**src/common/pcd_pkg.sv**
```systemverilog
package pcd_pkg;

    // ------------------------------------------------------------
    // register offsets
    // ------------------------------------------------------------
    localparam logic [7:0] ADDR_EXT_ALERT = 8'h21;
    localparam logic [7:0] ADDR_COMMAND = 8'h23;

    // ------------------------------------------------------------
    // field positions and reset values
    // ------------------------------------------------------------
    localparam int FRS_ALERT_BIT = 0;
    localparam logic [7:0] EXT_ALERT_RESET = 8'h00;
    localparam logic [7:0] RDATA_RESET = 8'h00;
    // vendor status bits 15, 14, 9 and 5 survive a stop command
    localparam logic [15:0] VENDOR_KEEP_MASK = 16'hC220;

    // ------------------------------------------------------------
    // command codes
    // ------------------------------------------------------------
    localparam logic [7:0] CMD_WAKE = 8'h11;
    localparam logic [7:0] CMD_DETECT_OFF = 8'h22;
    localparam logic [7:0] CMD_DETECT_ON = 8'h33;
    localparam logic [7:0] CMD_STOP_SINK = 8'h44;
    localparam logic [7:0] CMD_START_SINK = 8'h55;
    localparam logic [7:0] CMD_STOP_SOURCE = 8'h66;
    localparam logic [7:0] CMD_SOURCE_DEFAULT = 8'h77;
    localparam logic [7:0] CMD_LOOK_CONNECT = 8'h99;
    localparam logic [7:0] CMD_RX_ONE_MORE = 8'hAA;
    localparam logic [7:0] CMD_RESET_TX_BUF = 8'hDD;
    localparam logic [7:0] CMD_RESET_RX_BUF = 8'hEE;
    localparam logic [7:0] CMD_IDLE = 8'hFF;

    // ------------------------------------------------------------
    // decoded command class, one-hot
    // ------------------------------------------------------------
    typedef enum logic [8:0] {
        PCD_CMD_NONE = 9'h001,
        PCD_CMD_NOP = 9'h002,
        PCD_CMD_DETECT_OFF = 9'h004,
        PCD_CMD_DETECT_ON = 9'h008,
        PCD_CMD_STOP_SINK = 9'h010,
        PCD_CMD_START_SINK = 9'h020,
        PCD_CMD_STOP_SOURCE = 9'h040,
        PCD_CMD_SOURCE_DEF = 9'h080,
        PCD_CMD_BAD = 9'h100
    } pcd_cmd_t;

endpackage : pcd_pkg

```
**src/rtl/pcd_command_decoder.sv**
```systemverilog
// Functional notes
// - fast role swap reception sets extended alert bit 0, else stays zero.
// - hot output asserted while role swap alert and its enable are both one.
// - writing one to the role swap alert bit clears it; zero leaves it.
// - hot output released when role swap alert and vendor hot bit are zero.
// - extended alert bits 7..1 read zero; host writes zero there.
// - wake command does nothing beyond waking the interface.
// - detect-off command disables present and safe-zero detection.
// - accepted detect-off clears the detection enable bit.
// - detect-off refused with interface error while sourcing or sinking.
// - detect-on refreshes present and safe-zero status, then enables detection.
// - stop-sinking ends sinking, no discharge, present detection stays on.
// - stop-sinking clears fault flags and vendor status except kept bits.
// - stop-sinking turns the sink gate drive off.
// - start-sinking enables sinking and present detection.
// - start-sinking refused with interface error while sourcing.
// - accepted start-sinking turns sink gate on and stops discharge.
// - while sinking, bus removal starts discharge if auto discharge set.
// - while sinking, sink open starts discharge if discharge on open set.
// - stop-sourcing ends sourcing and clears the same flags.
// - stop-sourcing turns source gate off and discharges to safe zero.
// - default sourcing enables safe five volt sourcing and present detection.
// - default sourcing refused with interface error while sinking.
// - interface error flag is write-one-clear, also set by undefined codes.
`timescale 1ns/1ps
module pcd_command_decoder (
    input wire logic clk,
    input wire logic rst_n,
    input wire logic reg_wr,
    input wire logic reg_rd,
    input wire logic [7:0] reg_addr,
    input wire logic [7:0] reg_wdata,
    output logic [7:0] reg_rdata,
    input wire logic frs_received,
    input wire logic role_swap_hot_enable,
    input wire logic vendor_hot_status,
    input wire logic vbus_present_raw,
    input wire logic vsafe0v_raw,
    input wire logic vbus_removed,
    input wire logic sink_open_detected,
    input wire logic auto_discharge_disconnect,
    input wire logic discharge_on_open,
    input wire logic interface_error_clear,
    input wire logic processor_hot_n_in,
    output logic processor_hot_n_out,
    output logic processor_hot_n_oe,
    output logic sink_gate_drive,
    output logic source_gate_drive,
    output logic vbus_discharge,
    output logic detect_enable,
    output logic vbus_present_status,
    output logic vsafe0v_status,
    output logic detect_status_change,
    output logic interface_error_flag,
    output logic overcurrent_fault_clear,
    output logic overvoltage_fault_clear,
    output logic vendor_status_clear,
    output logic [15:0] vendor_keep_mask
);

    // ------------------------------------------------------------
    // command decode
    // ------------------------------------------------------------
    // reg_wr marks the end of a whole byte write, so nothing acts
    // on a partly received command
    logic cmd_strobe;
    logic ext_strobe;
    pcd_pkg::pcd_cmd_t cmd_kind;
    logic cmd_refused;
    logic cmd_ok;

    assign cmd_strobe = reg_wr && (reg_addr == pcd_pkg::ADDR_COMMAND);
    assign ext_strobe = reg_wr && (reg_addr == pcd_pkg::ADDR_EXT_ALERT);

    always_comb begin
        case (reg_wdata)
            pcd_pkg::CMD_WAKE: cmd_kind = pcd_pkg::PCD_CMD_NOP;
            pcd_pkg::CMD_DETECT_OFF: cmd_kind = pcd_pkg::PCD_CMD_DETECT_OFF;
            pcd_pkg::CMD_DETECT_ON: cmd_kind = pcd_pkg::PCD_CMD_DETECT_ON;
            pcd_pkg::CMD_STOP_SINK: cmd_kind = pcd_pkg::PCD_CMD_STOP_SINK;
            pcd_pkg::CMD_START_SINK: cmd_kind = pcd_pkg::PCD_CMD_START_SINK;
            pcd_pkg::CMD_STOP_SOURCE: cmd_kind = pcd_pkg::PCD_CMD_STOP_SOURCE;
            pcd_pkg::CMD_SOURCE_DEFAULT: begin
                cmd_kind = pcd_pkg::PCD_CMD_SOURCE_DEF;
            end
            // served by other blocks; no effect here
            pcd_pkg::CMD_LOOK_CONNECT,
            pcd_pkg::CMD_RX_ONE_MORE,
            pcd_pkg::CMD_RESET_TX_BUF,
            pcd_pkg::CMD_RESET_RX_BUF,
            pcd_pkg::CMD_IDLE: cmd_kind = pcd_pkg::PCD_CMD_NOP;
            default: cmd_kind = pcd_pkg::PCD_CMD_BAD;
        endcase
    end

    // acceptance looks at the gate state as it stands now
    always_comb begin
        case (cmd_kind)
            pcd_pkg::PCD_CMD_DETECT_OFF: begin
                cmd_refused = sink_gate_drive || source_gate_drive;
            end
            pcd_pkg::PCD_CMD_START_SINK: begin
                cmd_refused = source_gate_drive;
            end
            pcd_pkg::PCD_CMD_SOURCE_DEF: begin
                cmd_refused = sink_gate_drive;
            end
            pcd_pkg::PCD_CMD_BAD: cmd_refused = 1'b1;
            default: cmd_refused = 1'b0;
        endcase
    end

    assign cmd_ok = cmd_strobe && !cmd_refused;

    // ------------------------------------------------------------
    // interface error flag
    // ------------------------------------------------------------
    // set beats clear so a refusal in the clearing cycle is kept
    always_ff @(posedge clk or negedge rst_n) begin
        if (!rst_n) begin
            interface_error_flag <= 1'b0;
        end else if (cmd_strobe && cmd_refused) begin
            interface_error_flag <= 1'b1;
        end else if (interface_error_clear) begin
            interface_error_flag <= 1'b0;
        end
    end

    // ------------------------------------------------------------
    // sink path
    // ------------------------------------------------------------
    always_ff @(posedge clk or negedge rst_n) begin
        if (!rst_n) begin
            sink_gate_drive <= 1'b0;
        end else if (cmd_ok) begin
            case (cmd_kind)
                pcd_pkg::PCD_CMD_START_SINK: sink_gate_drive <= 1'b1;
                pcd_pkg::PCD_CMD_STOP_SINK: sink_gate_drive <= 1'b0;
                default: sink_gate_drive <= sink_gate_drive;
            endcase
        end
    end

    // ------------------------------------------------------------
    // source path
    // ------------------------------------------------------------
    always_ff @(posedge clk or negedge rst_n) begin
        if (!rst_n) begin
            source_gate_drive <= 1'b0;
        end else if (cmd_ok) begin
            case (cmd_kind)
                pcd_pkg::PCD_CMD_SOURCE_DEF: begin
                    source_gate_drive <= 1'b1;
                end
                pcd_pkg::PCD_CMD_STOP_SOURCE: begin
                    source_gate_drive <= 1'b0;
                end
                default: source_gate_drive <= source_gate_drive;
            endcase
        end
    end

    // ------------------------------------------------------------
    // vbus discharge
    // ------------------------------------------------------------
    // discharge ends by itself once the bus reads safe zero; the
    // stop-sinking command leaves the bus charged on purpose
    logic sink_auto_discharge;

    assign sink_auto_discharge = sink_gate_drive
        && ((vbus_removed && auto_discharge_disconnect)
        || (sink_open_detected && discharge_on_open));

    always_ff @(posedge clk or negedge rst_n) begin
        if (!rst_n) begin
            vbus_discharge <= 1'b0;
        end else if (cmd_ok
                && (cmd_kind == pcd_pkg::PCD_CMD_STOP_SOURCE)) begin
            vbus_discharge <= 1'b1;
        end else if (cmd_ok && ((cmd_kind == pcd_pkg::PCD_CMD_START_SINK)
                || (cmd_kind == pcd_pkg::PCD_CMD_SOURCE_DEF))) begin
            vbus_discharge <= 1'b0;
        end else if (sink_auto_discharge) begin
            vbus_discharge <= 1'b1;
        end else if (vsafe0v_raw) begin
            vbus_discharge <= 1'b0;
        end
    end

    // ------------------------------------------------------------
    // detection enable and status
    // ------------------------------------------------------------
    // detect-on captures status in the same edge that enables detection, so
    // its first enabled value is fresh; start-sinking and default sourcing capture one edge later
    always_ff @(posedge clk or negedge rst_n) begin
        if (!rst_n) begin
            detect_enable <= 1'b0;
        end else if (cmd_ok) begin
            case (cmd_kind)
                pcd_pkg::PCD_CMD_DETECT_OFF: detect_enable <= 1'b0;
                pcd_pkg::PCD_CMD_DETECT_ON: detect_enable <= 1'b1;
                pcd_pkg::PCD_CMD_START_SINK: detect_enable <= 1'b1;
                pcd_pkg::PCD_CMD_SOURCE_DEF: detect_enable <= 1'b1;
                // stop commands keep present detection running
                default: detect_enable <= detect_enable;
            endcase
        end
    end

    logic status_load;

    assign status_load = detect_enable
        || (cmd_ok && (cmd_kind == pcd_pkg::PCD_CMD_DETECT_ON));

    always_ff @(posedge clk or negedge rst_n) begin
        if (!rst_n) begin
            vbus_present_status <= 1'b0;
            vsafe0v_status <= 1'b1;
        end else if (status_load) begin
            vbus_present_status <= vbus_present_raw;
            vsafe0v_status <= vsafe0v_raw;
        end
    end

    // change only reported once detection is running
    always_ff @(posedge clk or negedge rst_n) begin
        if (!rst_n) begin
            detect_status_change <= 1'b0;
        end else begin
            detect_status_change <= detect_enable
                && ((vbus_present_raw != vbus_present_status)
                || (vsafe0v_raw != vsafe0v_status));
        end
    end

    // ------------------------------------------------------------
    // fault and vendor status clearing
    // ------------------------------------------------------------
    logic stop_clear;

    assign stop_clear = cmd_ok && ((cmd_kind == pcd_pkg::PCD_CMD_STOP_SINK)
        || (cmd_kind == pcd_pkg::PCD_CMD_STOP_SOURCE));

    always_ff @(posedge clk or negedge rst_n) begin
        if (!rst_n) begin
            overcurrent_fault_clear <= 1'b0;
            overvoltage_fault_clear <= 1'b0;
            vendor_status_clear <= 1'b0;
        end else begin
            overcurrent_fault_clear <= stop_clear;
            overvoltage_fault_clear <= stop_clear;
            vendor_status_clear <= stop_clear;
        end
    end

    always_ff @(posedge clk or negedge rst_n) begin
        if (!rst_n) begin
            vendor_keep_mask <= pcd_pkg::VENDOR_KEEP_MASK;
        end else begin
            vendor_keep_mask <= pcd_pkg::VENDOR_KEEP_MASK;
        end
    end

    // ------------------------------------------------------------
    // extended alert
    // ------------------------------------------------------------
    // a swap arriving in the clearing cycle is kept
    logic frs_alert_reg;

    always_ff @(posedge clk or negedge rst_n) begin
        if (!rst_n) begin
            frs_alert_reg <= pcd_pkg::EXT_ALERT_RESET[pcd_pkg::FRS_ALERT_BIT];
        end else if (frs_received) begin
            frs_alert_reg <= 1'b1;
        end else if (ext_strobe && reg_wdata[pcd_pkg::FRS_ALERT_BIT]) begin
            frs_alert_reg <= 1'b0;
        end
    end

    // ------------------------------------------------------------
    // processor hot pin
    // ------------------------------------------------------------
    // open drain: only ever pulls low, follows the alert by one cycle
    always_ff @(posedge clk or negedge rst_n) begin
        if (!rst_n) begin
            processor_hot_n_oe <= 1'b0;
            processor_hot_n_out <= 1'b0;
        end else begin
            processor_hot_n_oe <= (frs_alert_reg && role_swap_hot_enable)
                || vendor_hot_status;
            processor_hot_n_out <= 1'b0;
        end
    end

    // ------------------------------------------------------------
    // register read
    // ------------------------------------------------------------
    // command register and unmapped offsets read zero
    always_ff @(posedge clk or negedge rst_n) begin
        if (!rst_n) begin
            reg_rdata <= pcd_pkg::RDATA_RESET;
        end else if (reg_rd) begin
            if (reg_addr == pcd_pkg::ADDR_EXT_ALERT) begin
                reg_rdata <= {7'h00, frs_alert_reg};
            end else begin
                reg_rdata <= pcd_pkg::RDATA_RESET;
            end
        end
    end

endmodule : pcd_command_decoder

```
**config.mk**
```make
export PLATFORM = sky130hd
export DESIGN_NAME = pcd_command_decoder
export DESIGN_NICKNAME = d
export VERILOG_FILES = /design/src/common/pcd_pkg.sv /design/src/rtl/pcd_command_decoder.sv
export SDC_FILE = /design/constraint.sdc
export NUM_CORES = 1
export LEC_CHECK = 0
export BUFFER_PORTS_ARGS = -buffer_cell sky130_fd_sc_hd__buf_2
export CAP_MARGIN = 15
export CORE_AREA = 5 5 59 61
export DETAILED_ROUTE_END_ITERATION = 12
export DIE_AREA = 0 0 64 66
export GPL_TIMING_DRIVEN = 0
export PLACE_DENSITY_LB_ADDON = 0.08
export SYNTH_ARGS = -nofsm -noshare
export SYNTH_HDL_FRONTEND = slang
export SYNTH_SLANG_ARGS = --single-unit
```
**constraint.sdc**
```tcl
create_clock -name clk -period 1.52 [get_ports clk]
set_input_delay 0.076 -clock clk [delete_from_list [all_inputs] [get_ports clk]]
set_output_delay 0.076 -clock clk [all_outputs]
set_load 0.02 [all_outputs]
```
==> results of run 1 <==
==> routing by layer <==
| metal | GRT usage | wire length (um) | vias up |
|---|---|---|---|
| li1 | - | - | 460 |
| met1 | 0.1143 | 838 | 407 |
| met2 | 0.2035 | 1161 | 56 |
| met3 | 0.03741 | 265 | 6 |
| met4 | 0.06234 | 48 | 0 |
| met5 | 0 | 0 | - |
==> final cells by class <==
type,instances,area (sq um),area share
inverter,2,7.507,0.005520
timing repair buffer,47,260.3,0.1914
multi-input combinational,81,520.5,0.3827
tap,33,41.29,0.03036
clock buffer,4,26.28,0.01932
sequential,12,301.5,0.2217
buffer,27,202.7,0.1490
==> metrics by stage <==
| step | std cells | hold slack (ns) | total power [W] | cell area (sq um) |
|---|---|---|---|---|
| after floorplan | 122 | -0.2196 | 0.0004736 | 1031 |
| after CTS | 205 | 0.0002115 | 0.0007531 | 1350 |
| after detailed placement | 197 | -0.03116 | 0.0005394 | 1282 |
| after global routing | 206 | 0.001950 | 0.0008002 | 1360 |
| after global placement | 197 | -0.02946 | 0.0005363 | 1282 |
| final | 206 | 0.001427 | 0.0007545 | 1360 |
==> repair_timing <==
action                                 CTS  global route
resized for setup                        1             0
hold buffers                             4             1
endpoints found under the hold margin   15             1
setup endpoints to repair                1             0
==> power by group <==
group	switching (W)	internal [W]	total, W
clock network	0.000107	0.000102	0.000209
registers	0.00000173	0.000323	0.000324
logic	0.000121	0.000100	0.000221
==> cells in the final DEF (no fill, tap or decap), drive strengths merged, types with 2 or more instances in the layout <==
cell / instances
a21oi: 4
a22o: 2
a31oi: 2
and2: 4
and4: 2
buf: 69
clkbuf: 4
conb: 24
dfrtp: 11
dlygate4sd3: 5
inv: 2
mux2: 4
nand2: 4
nand3: 2
nor2: 5
nor4b: 2
o2111ai: 3
o21ai: 3
xnor2: 3
==> critical path, delay by kind of cell, from the launching register on <==
kind           cells  cell delay, ns
AO/OA/AOI/OAI      3            0.61
flip-flops         1            0.43
multiplexers       1            0.33
==> cells by family after synthesis <==
| family | count (synthesis) |
|---|---|
| buffers and inverters | 29 |
| other | 2 |
| AND/OR/NAND/NOR | 25 |
| flip-flops | 12 |
| multiplexers | 4 |
| AO/OA/AOI/OAI | 24 |
| XOR/XNOR | 4 |
==> worst max path at each step <==
stage                                     start                            end  slack, ns  depth (start not counted)
finish              sink_gate_drive$_DFFE_PN0P_  source_gate_drive$_DFFE_PN0P_       0.04                          4
global route        sink_gate_drive$_DFFE_PN0P_  source_gate_drive$_DFFE_PN0P_      0.009                          4
CTS                 sink_gate_drive$_DFFE_PN0P_  source_gate_drive$_DFFE_PN0P_       0.04                          4
detailed placement                 reg_wdata[6]    sink_gate_drive$_DFFE_PN0P_      -0.18                          6
global placement                   reg_wdata[6]    sink_gate_drive$_DFFE_PN0P_      -0.15                          6
floorplan           sink_gate_drive$_DFFE_PN0P_  source_gate_drive$_DFFE_PN0P_       0.04                          4
==> flow_summary.json, run 1 <==
{
  "synthXorXnorAreaFrac": 0.03694,
  "grt_start_max_net_pins": 13,
  "path_cells": "o2111ai_1 -> o21a_2 -> o2111ai_2 -> mux2_4",
  "utilization": 0.4645,
  "vdd_drop_max_mv": 0.3217,
  "grt_remaining_overflow": 0,
  "dieArea_sq_mm": 0.004224,
  "layout.nets": 205,
  "crit_fanout": 6,
  "setup_viol": 0,
  "drv_slew": 0,
  "clockRootBuffer": "clkbuf_4",
  "holdPathStages": 2,
  "path_clk_slew_ns": 0.08,
  "cp.arrival_ns": 1.65,
  "ys_types": 39,
  "min_period_ns": 1.483,
  "synth_fa_ha_area_frac": 0,
  "worstHoldEndpoint": "processor_hot_n_oe$_DFF_PN0_",
  "cts.sinks": 12,
  "seq_area_frac_synth": 0.3179,
  "rr_worst_depth": 4,
  "min_period_over_period": 0.9758,
  "critPathSlowestCell": "dfrtp_1",
  "dp_slack_ns": -0.1761,
  "tns_ns": 0,
  "synth_top_family_by_area": "buffers and inverters",
  "syn_inst": 100,
  "min_path_type": "input pin to flip-flop",
  "r2r_setup_slack_ns": 0.04,
  "drc_errors": 0,
  "rows": 20,
  "yosysWarnings": 0,
  "clk_latency_ns": 0.27,
  "syn_area_per_cell_sq_um": 9.484,
  "critPathRequiredTime_ns": 1.68,
  "hp-start": "role_swap_hot_enable",
  "power_leakage_nw": 0.7286,
  "rr_startpoint": "sink_gate_drive$_DFFE_PN0P_",
  "place_congestion": 0.8358,
  "cts_setup_buffers": 0,
  "worst-setup-path-type": "flip-flop to flip-flop",
  "yosysTopAreaCellShare": 0.2902,
  "vias_per_cell": 4.510,
  "grt_pass1_vias": 959,
  "r2r_end": "source_gate_drive$_DFFE_PN0P_",
  "post_route_cells_drive_above_1_share": 0.4798,
  "slowest_delay_ns": 0.43,
  "grt_pass1_wl_mm": 3.808,
  "synthMuxAreaShare": 0.05145,
  "place.port_buffers": 42,
  "gr-usage-all-layers": 0.1134,
  "synth_common_cells": "buf_4, dfrtp_1, nor2_1",
  "synthToLayoutAreaGrowth_pct": 43.40,
  "setup_ws_ns": 0.03677,
  "synth-edff-count": 0,
  "drt_iter0_drc": 20,
  "worstMarginPinSlew_ns": 0.5012,
  "cts.path.max_buffers": 2,
  "yosys-top-cells-area": "dfrtp_1, buf_4, dfstp_2",
  "antenna_left": 0,
  "slew_headroom": 0.6628,
  "synth_area_leader_cell": "dfrtp_1",
  "status": "finished, final reports clean",
  "core_area_sq_mm": 0.002928,
  "power_density_mw_per_mm2": 554.7,
  "die_y_um": 66,
  "rsz0062_at_grt": "no",
  "fin_worst_skew_ns": 0.002622,
  "synth_compound_area_frac": 0.1913,
  "n_antenna_cell": 0,
  "ios": 68,
  "cts_made_buffers": 3,
  "start_kind": "flip-flop",
  "maxCapViolCount": 0,
  "hold_viol": 0,
  "fp.dieW_um": 64,
  "post-synth-top-count-cell": "buf_4",
  "max_freq_mhz": 674.2,
  "end_kind": "flip-flop",
  "num_vias": 929,
  "ys_ff_latch": 12,
  "fillCellCount": 304,
  "start_util": 0.3239,
  "cts_max_level": 1,
  "yosys.area_share.simple": 0.1728,
  "synthArstFlopShare": 1.000,
  "post_drt_wl_per_cell_um": 11.23,
  "routed_wl_mm": 2.314,
  "antenna_found_initial": 0,
  "tritoncts": "built",
  "netlist_area_sq_um": 948.4,
  "dp_hpwl_mm": 1.966,
  "first_pass_iters": 4,
  "synth_ff_type": "dfrtp_1"
}
No activity file was read; power rests on OpenSTA's default activity.
==> inputs of run 2 (changes only) <==
--- a/config.mk
+++ b/config.mk
@@ -7,9 +7,11 @@
 export LEC_CHECK = 0
 export BUFFER_PORTS_ARGS = -buffer_cell sky130_fd_sc_hd__buf_2
 export CAP_MARGIN = 15
-export CORE_AREA = 5 5 59 61
+export CELL_PAD_IN_SITES_DETAIL_PLACEMENT = 1
+export CELL_PAD_IN_SITES_GLOBAL_PLACEMENT = 1
+export CORE_AREA = 5 5 65 67
 export DETAILED_ROUTE_END_ITERATION = 12
-export DIE_AREA = 0 0 64 66
+export DIE_AREA = 0 0 70 72
 export GPL_TIMING_DRIVEN = 0
 export PLACE_DENSITY_LB_ADDON = 0.08
 export SYNTH_ARGS = -nofsm -noshare
==> flow_summary.json, run 2 (same netlist as run 1, synthesis figures left out) <==
{
  "num_vias": 909,
  "path_clk_slew_ns": 0.07,
  "cts.path.max_buffers": 2,
  "die_y_um": 72,
  "layout_common_cells": "buf_2, buf_4, conb_1",
  "critPathRequiredTime_ns": 1.67,
  "antenna_left": 0,
  "cts.sinks": 12,
  "slowest_delay_ns": 0.42,
  "vdd_drop_max_mv": 0.1520,
  "routed_wl_mm": 2.465,
  "synthToLayoutAreaGrowth_pct": 47.23,
  "core_area_sq_mm": 0.003578,
  "path_cells": "o2111ai_2 -> o21a_2 -> o2111ai_2 -> mux2_4",
  "rsz0062_at_grt": "no",
  "post_route_cells_drive_above_1_share": 0.5000,
  "dieArea_sq_mm": 0.005040,
  "fin_worst_skew_ns": 0.004356,
  "end_kind": "flip-flop",
  "utilization": 0.3902,
  "post_drt_wl_per_cell_um": 11.10,
  "cts_max_level": 1,
  "fp.dieW_um": 70,
  "min_period_ns": 1.413,
  "power_leakage_nw": 0.7345,
  "grt_pass1_wl_mm": 4.015,
  "worst-setup-path-type": "flip-flop to flip-flop",
  "cpMostUsedCell": "o2111ai_2",
  "min_period_over_period": 0.9299,
  "min_path_type": "input pin to flip-flop",
  "fin_area_sq_mm": 0.001396,
  "vias_per_cell": 4.095,
  "place_congestion": 0.7879,
  "critPathSlowestCell": "dfrtp_1",
  "drv_slew": 0,
  "tritoncts": "built",
  "first_pass_iters": 4,
  "setup_viol": 0,
  "crit_fanout": 5,
  "place_area_sq_mm": 0.001301,
  "drt_iter0_drc": 10,
  "power_density_mw_per_mm2": 530.5,
  "n_antenna_cell": 0,
  "grt_start_max_net_pins": 13,
  "cts_made_buffers": 3,
  "hold_viol": 0,
  "cp.arrival_ns": 1.56,
  "grt_pass1_vias": 935,
  "clockRootBuffer": "clkbuf_4",
  "start_util": 0.2650,
  "layout.nets": 206,
  "final_common_cell": "buf_2",
  "clk_latency_ns": 0.26,
  "grt_remaining_overflow": 0,
  "maxCapViolCount": 0,
  "place.port_buffers": 42,
  "drc_errors": 0,
  "p_total_w": 0.0007407,
  "max_freq_mhz": 707.5,
  "status": "finished, final reports clean",
  "antenna_found_initial": 0,
  "rows": 22,
  "gr-usage-all-layers": 0.09650,
  "start_kind": "flip-flop",
  "ios": 68,
  "dp_hpwl_mm": 2.143
}
==> run 2: cell count changes in the layout (fill, tap and decap cells not counted), sizes merged <==
| cell | before | now |
|---|---|---|
| dlygate4sd3 | 5 | 4 |
| buf | 69 | 71 |
==> run 2: critical path, delay by kind of cell, from the launching register on <==
| kind | cells | cell delay (ns) |
|---|---|---|
| AOI/OAI and AO/OA | 3 | 0.56 |
| DFF | 1 | 0.42 |
| muxes | 1 | 0.32 |
==> run 2: area by class of cell <==
cell class | count | area, sq um
well taps | 48 | 60.06
plain buffers | 27 | 202.7
repair buffers | 48 | 265.3
clock buffers | 4 | 26.28
flip-flops and latches | 12 | 301.5
multi-input cells | 81 | 533.0
fillers | 456 | 2182
inverters | 2 | 7.507
==> run 2: timing repair <==
action | 4_1_cts | 5_1_grt
resized for setup | 1 | 2
hold buffers | 4 | 0
pin swaps | 0 | 0
hold endpoints to repair | 15 | 0
setup buffers | 0 | 2
endpoints found under the setup margin | 1 | 2
==> run 2: per-stage QoR <==
step	setup TNS [ns]	cells	setup slack, ns	hold slack, ns
floorplan	0	122	0.03972	-0.2196
CTS	0	220	0.04797	0.009073
global placement	-0.3321	212	-0.1688	-0.03542
global route	0	222	0.01909	0.01489
detailed placement	-0.3533	212	-0.1694	-0.03183
finish	0	222	0.1065	0.01602
==> run 2: worst paths after layout <==
check / start / end / slack [ns] / depth (start not counted)
worst max-delay path: sink_gate_drive$_DFFE_PN0P_ / source_gate_drive$_DFFE_PN0P_ / 0.11 / 4
worst min-delay path: role_swap_hot_enable / processor_hot_n_oe$_DFF_PN0_ / 0.02 / 2
worst max register to register: sink_gate_drive$_DFFE_PN0P_ / source_gate_drive$_DFFE_PN0P_ / 0.11 / 4
worst min register to register: interface_error_flag$_DFFE_PN0P_ / interface_error_flag$_DFFE_PN0P_ / 0.51 / 1
max in group asynchronous: rst_n / vsafe0v_status$_DFFE_PN1P_ / 1.03 / 2
min in group asynchronous: rst_n / processor_hot_n_oe$_DFF_PN0_ / 0.21 / 2
==> run 2: routing by layer <==
layer  vias up  part of all wire  global-route usage
met2        34              0.52              0.1658
met3         2             0.071             0.01524
met1       413              0.40              0.1138
li1        460                 -                   -
met4         0             0.014             0.05745
met5         -                 0                   0
==> run 2: report_power, final <==
part / switching, W / internal (W)
Sequential: 0.00000167 / 0.000323
Combinational: 0.000123 / 0.0000990
Clock: 0.0000929 / 0.000101
Total: 0.000217 / 0.000523
==> inputs of run 3 (changes only) <==
--- a/config.mk
+++ b/config.mk
@@ -13,7 +13,8 @@
 export DETAILED_ROUTE_END_ITERATION = 12
 export DIE_AREA = 0 0 70 72
 export GPL_TIMING_DRIVEN = 0
-export PLACE_DENSITY_LB_ADDON = 0.08
+export PLACE_DENSITY_LB_ADDON = 0.12
+export REMOVE_ABC_BUFFERS = 1
 export SYNTH_ARGS = -nofsm -noshare
 export SYNTH_HDL_FRONTEND = slang
 export SYNTH_SLANG_ARGS = --single-unit
==> flow_summary.json, run 3 (same netlist as run 1, synthesis figures left out) <==
{
  "end_kind": "flip-flop",
  "worst-setup-path-type": "flip-flop to flip-flop",
  "vdd_drop_max_mv": 0.2054,
  "dieArea_sq_mm": 0.005040,
  "tns_ns": 0,
  "fp.dieW_um": 70,
  "routed_wl_mm": 2.528,
  "post_drt_wl_per_cell_um": 12.83,
  "clockRootBuffer": "clkbuf_4",
  "path_cells": "a22oi_1 -> o21a_2 -> o2111ai_4 -> mux2_4",
  "slowest_delay_ns": 0.43,
  "rsz0062_at_grt": "no",
  "multi_input_area_sq_um": 560.5,
  "max_freq_mhz": 690.6,
  "status": "finished, final reports clean",
  "min_path_type": "input pin to flip-flop",
  "num_vias": 849,
  "start_kind": "flip-flop",
  "die_y_um": 72,
  "drc_errors": 0,
  "setup_viol": 0,
  "dp_hpwl_mm": 2.084,
  "critPathSlowestCell": "dfrtp_1",
  "gr-usage-all-layers": 0.1018,
  "post_route_cells_drive_above_1_share": 0.4430,
  "place.port_buffers": 42,
  "power_leakage_nw": 0.6096,
  "antenna_found_initial": 0,
  "regArea_sq_um": 301.5,
  "clk_latency_ns": 0.26,
  "start_util": 0.2650,
  "critPathRequiredTime_ns": 1.67,
  "grt_start_max_net_pins": 13,
  "core_area_sq_mm": 0.003578,
  "place_congestion": 0.7738,
  "vias_per_cell": 4.310,
  "top_layer": "met4",
  "rows": 22,
  "maxCapViolCount": 0,
  "path_clk_slew_ns": 0.07,
  "cts.path.max_buffers": 2,
  "drt_iter0_drc": 12,
  "cts_made_buffers": 3,
  "min_period_ns": 1.448,
  "fillCellCount": 452,
  "cp.arrival_ns": 1.60,
  "layout.nets": 181,
  "power_density_mw_per_mm2": 597.0,
  "m1WireLength_mm": 1.094,
  "tritoncts": "built",
  "placed_cells": 185,
  "hold_viol": 0,
  "first_pass_iters": 2,
  "final_common_cell": "buf_2",
  "finalNonFillerCells": 197,
  "wl_met2_mm": 1.185,
  "min_period_over_period": 0.9527,
  "crit_fanout": 5,
  "grt_pass1_vias": 887,
  "grt_pass1_wl_mm": 4.091,
  "ios": 68,
  "drv_slew": 0,
  "cts.sinks": 12,
  "met3_length_um": 228,
  "n_antenna_cell": 0,
  "fin_worst_skew_ns": 0.001430,
  "synthToLayoutAreaGrowth_pct": 31.66,
  "cts_max_level": 1,
  "layout_common_cells": "buf_2, conb_1, dfrtp_1",
  "antenna_left": 0,
  "grt_remaining_overflow": 0
}
[run 3: through the flow]
stage	utilization	setup slack [ns]	total power (W)	instance area [sq um]	hold slack [ns]
detailed placement	0.3070	-0.1965	0.0004924	1099	-0.02850
CTS	0.3315	0.04998	0.0007522	1186	0.005045
global placement	0.3070	-0.1646	0.0004893	1099	-0.02827
finish	0.3490	0.07192	0.0007455	1249	0.007084
floorplan	-	0.03969	0.0004241	828.3	-0.2196
global route	0.3490	0.001918	0.0007954	1249	0.01027
[run 3: worst paths after layout]
path	from	endpoint	slack, ns	depth (start not counted)
worst min-delay path	reg_rd	reg_rdata[0]$_DFFE_PN0P_	0.007	2
min in group asynchronous	rst_n	detect_status_change$_DFF_PN0_	0.22	2
max in group asynchronous	rst_n	vsafe0v_status$_DFFE_PN1P_	1.03	2
worst max register to register	sink_gate_drive$_DFFE_PN0P_	source_gate_drive$_DFFE_PN0P_	0.07	4
worst max-delay path	sink_gate_drive$_DFFE_PN0P_	source_gate_drive$_DFFE_PN0P_	0.07	4
worst min register to register	interface_error_flag$_DFFE_PN0P_	interface_error_flag$_DFFE_PN0P_	0.52	1
[run 3: where the power goes]
part | switching [W] | total, W | internal (W) | leakage (nW)
clock | 0.0000981 | 0.000243 | 0.000145 | 0.0210
combinational | 0.000119 | 0.000178 | 0.0000585 | 0.434
sequential | 0.00000163 | 0.000324 | 0.000323 | 0.155
total | 0.000219 | 0.000746 | 0.000527 | 0.610
[run 3: timing repair]
item | CTS | global route
gates resized for setup | 1 | 7
pin swaps | 0 | 2
setup buffers | 0 | 3
hold buffers | 5 | 0
hold endpoints to repair | 15 | 0
setup endpoints to repair | 1 | 2
[run 3: per-layer routing]
| metal | global-route usage | vias to the layer above |
|---|---|---|
| li1 | - | 411 |
| met1 | 0.1224 | 387 |
| met2 | 0.1710 | 47 |
| met3 | 0.02355 | 4 |
| met4 | 0.05106 | 0 |
| met5 | 0 | - |
[run 3: final cells by class]
class,count,share of cell area
Timing Repair Buffer,50,0.2265
Sequential cell,12,0.2415
Multi-Input combinational cell,81,0.4489
Clock buffer,4,0.02906
Tap cell,48,0.04810
Inverter,2,0.006012
[run 3: critical path: cells and delay by family, from the launching register on]
family / cells / cell delay [ns]
AO/OA/AOI/OAI: 3 / 0.58
flip-flops: 1 / 0.43
multiplexers: 1 / 0.32
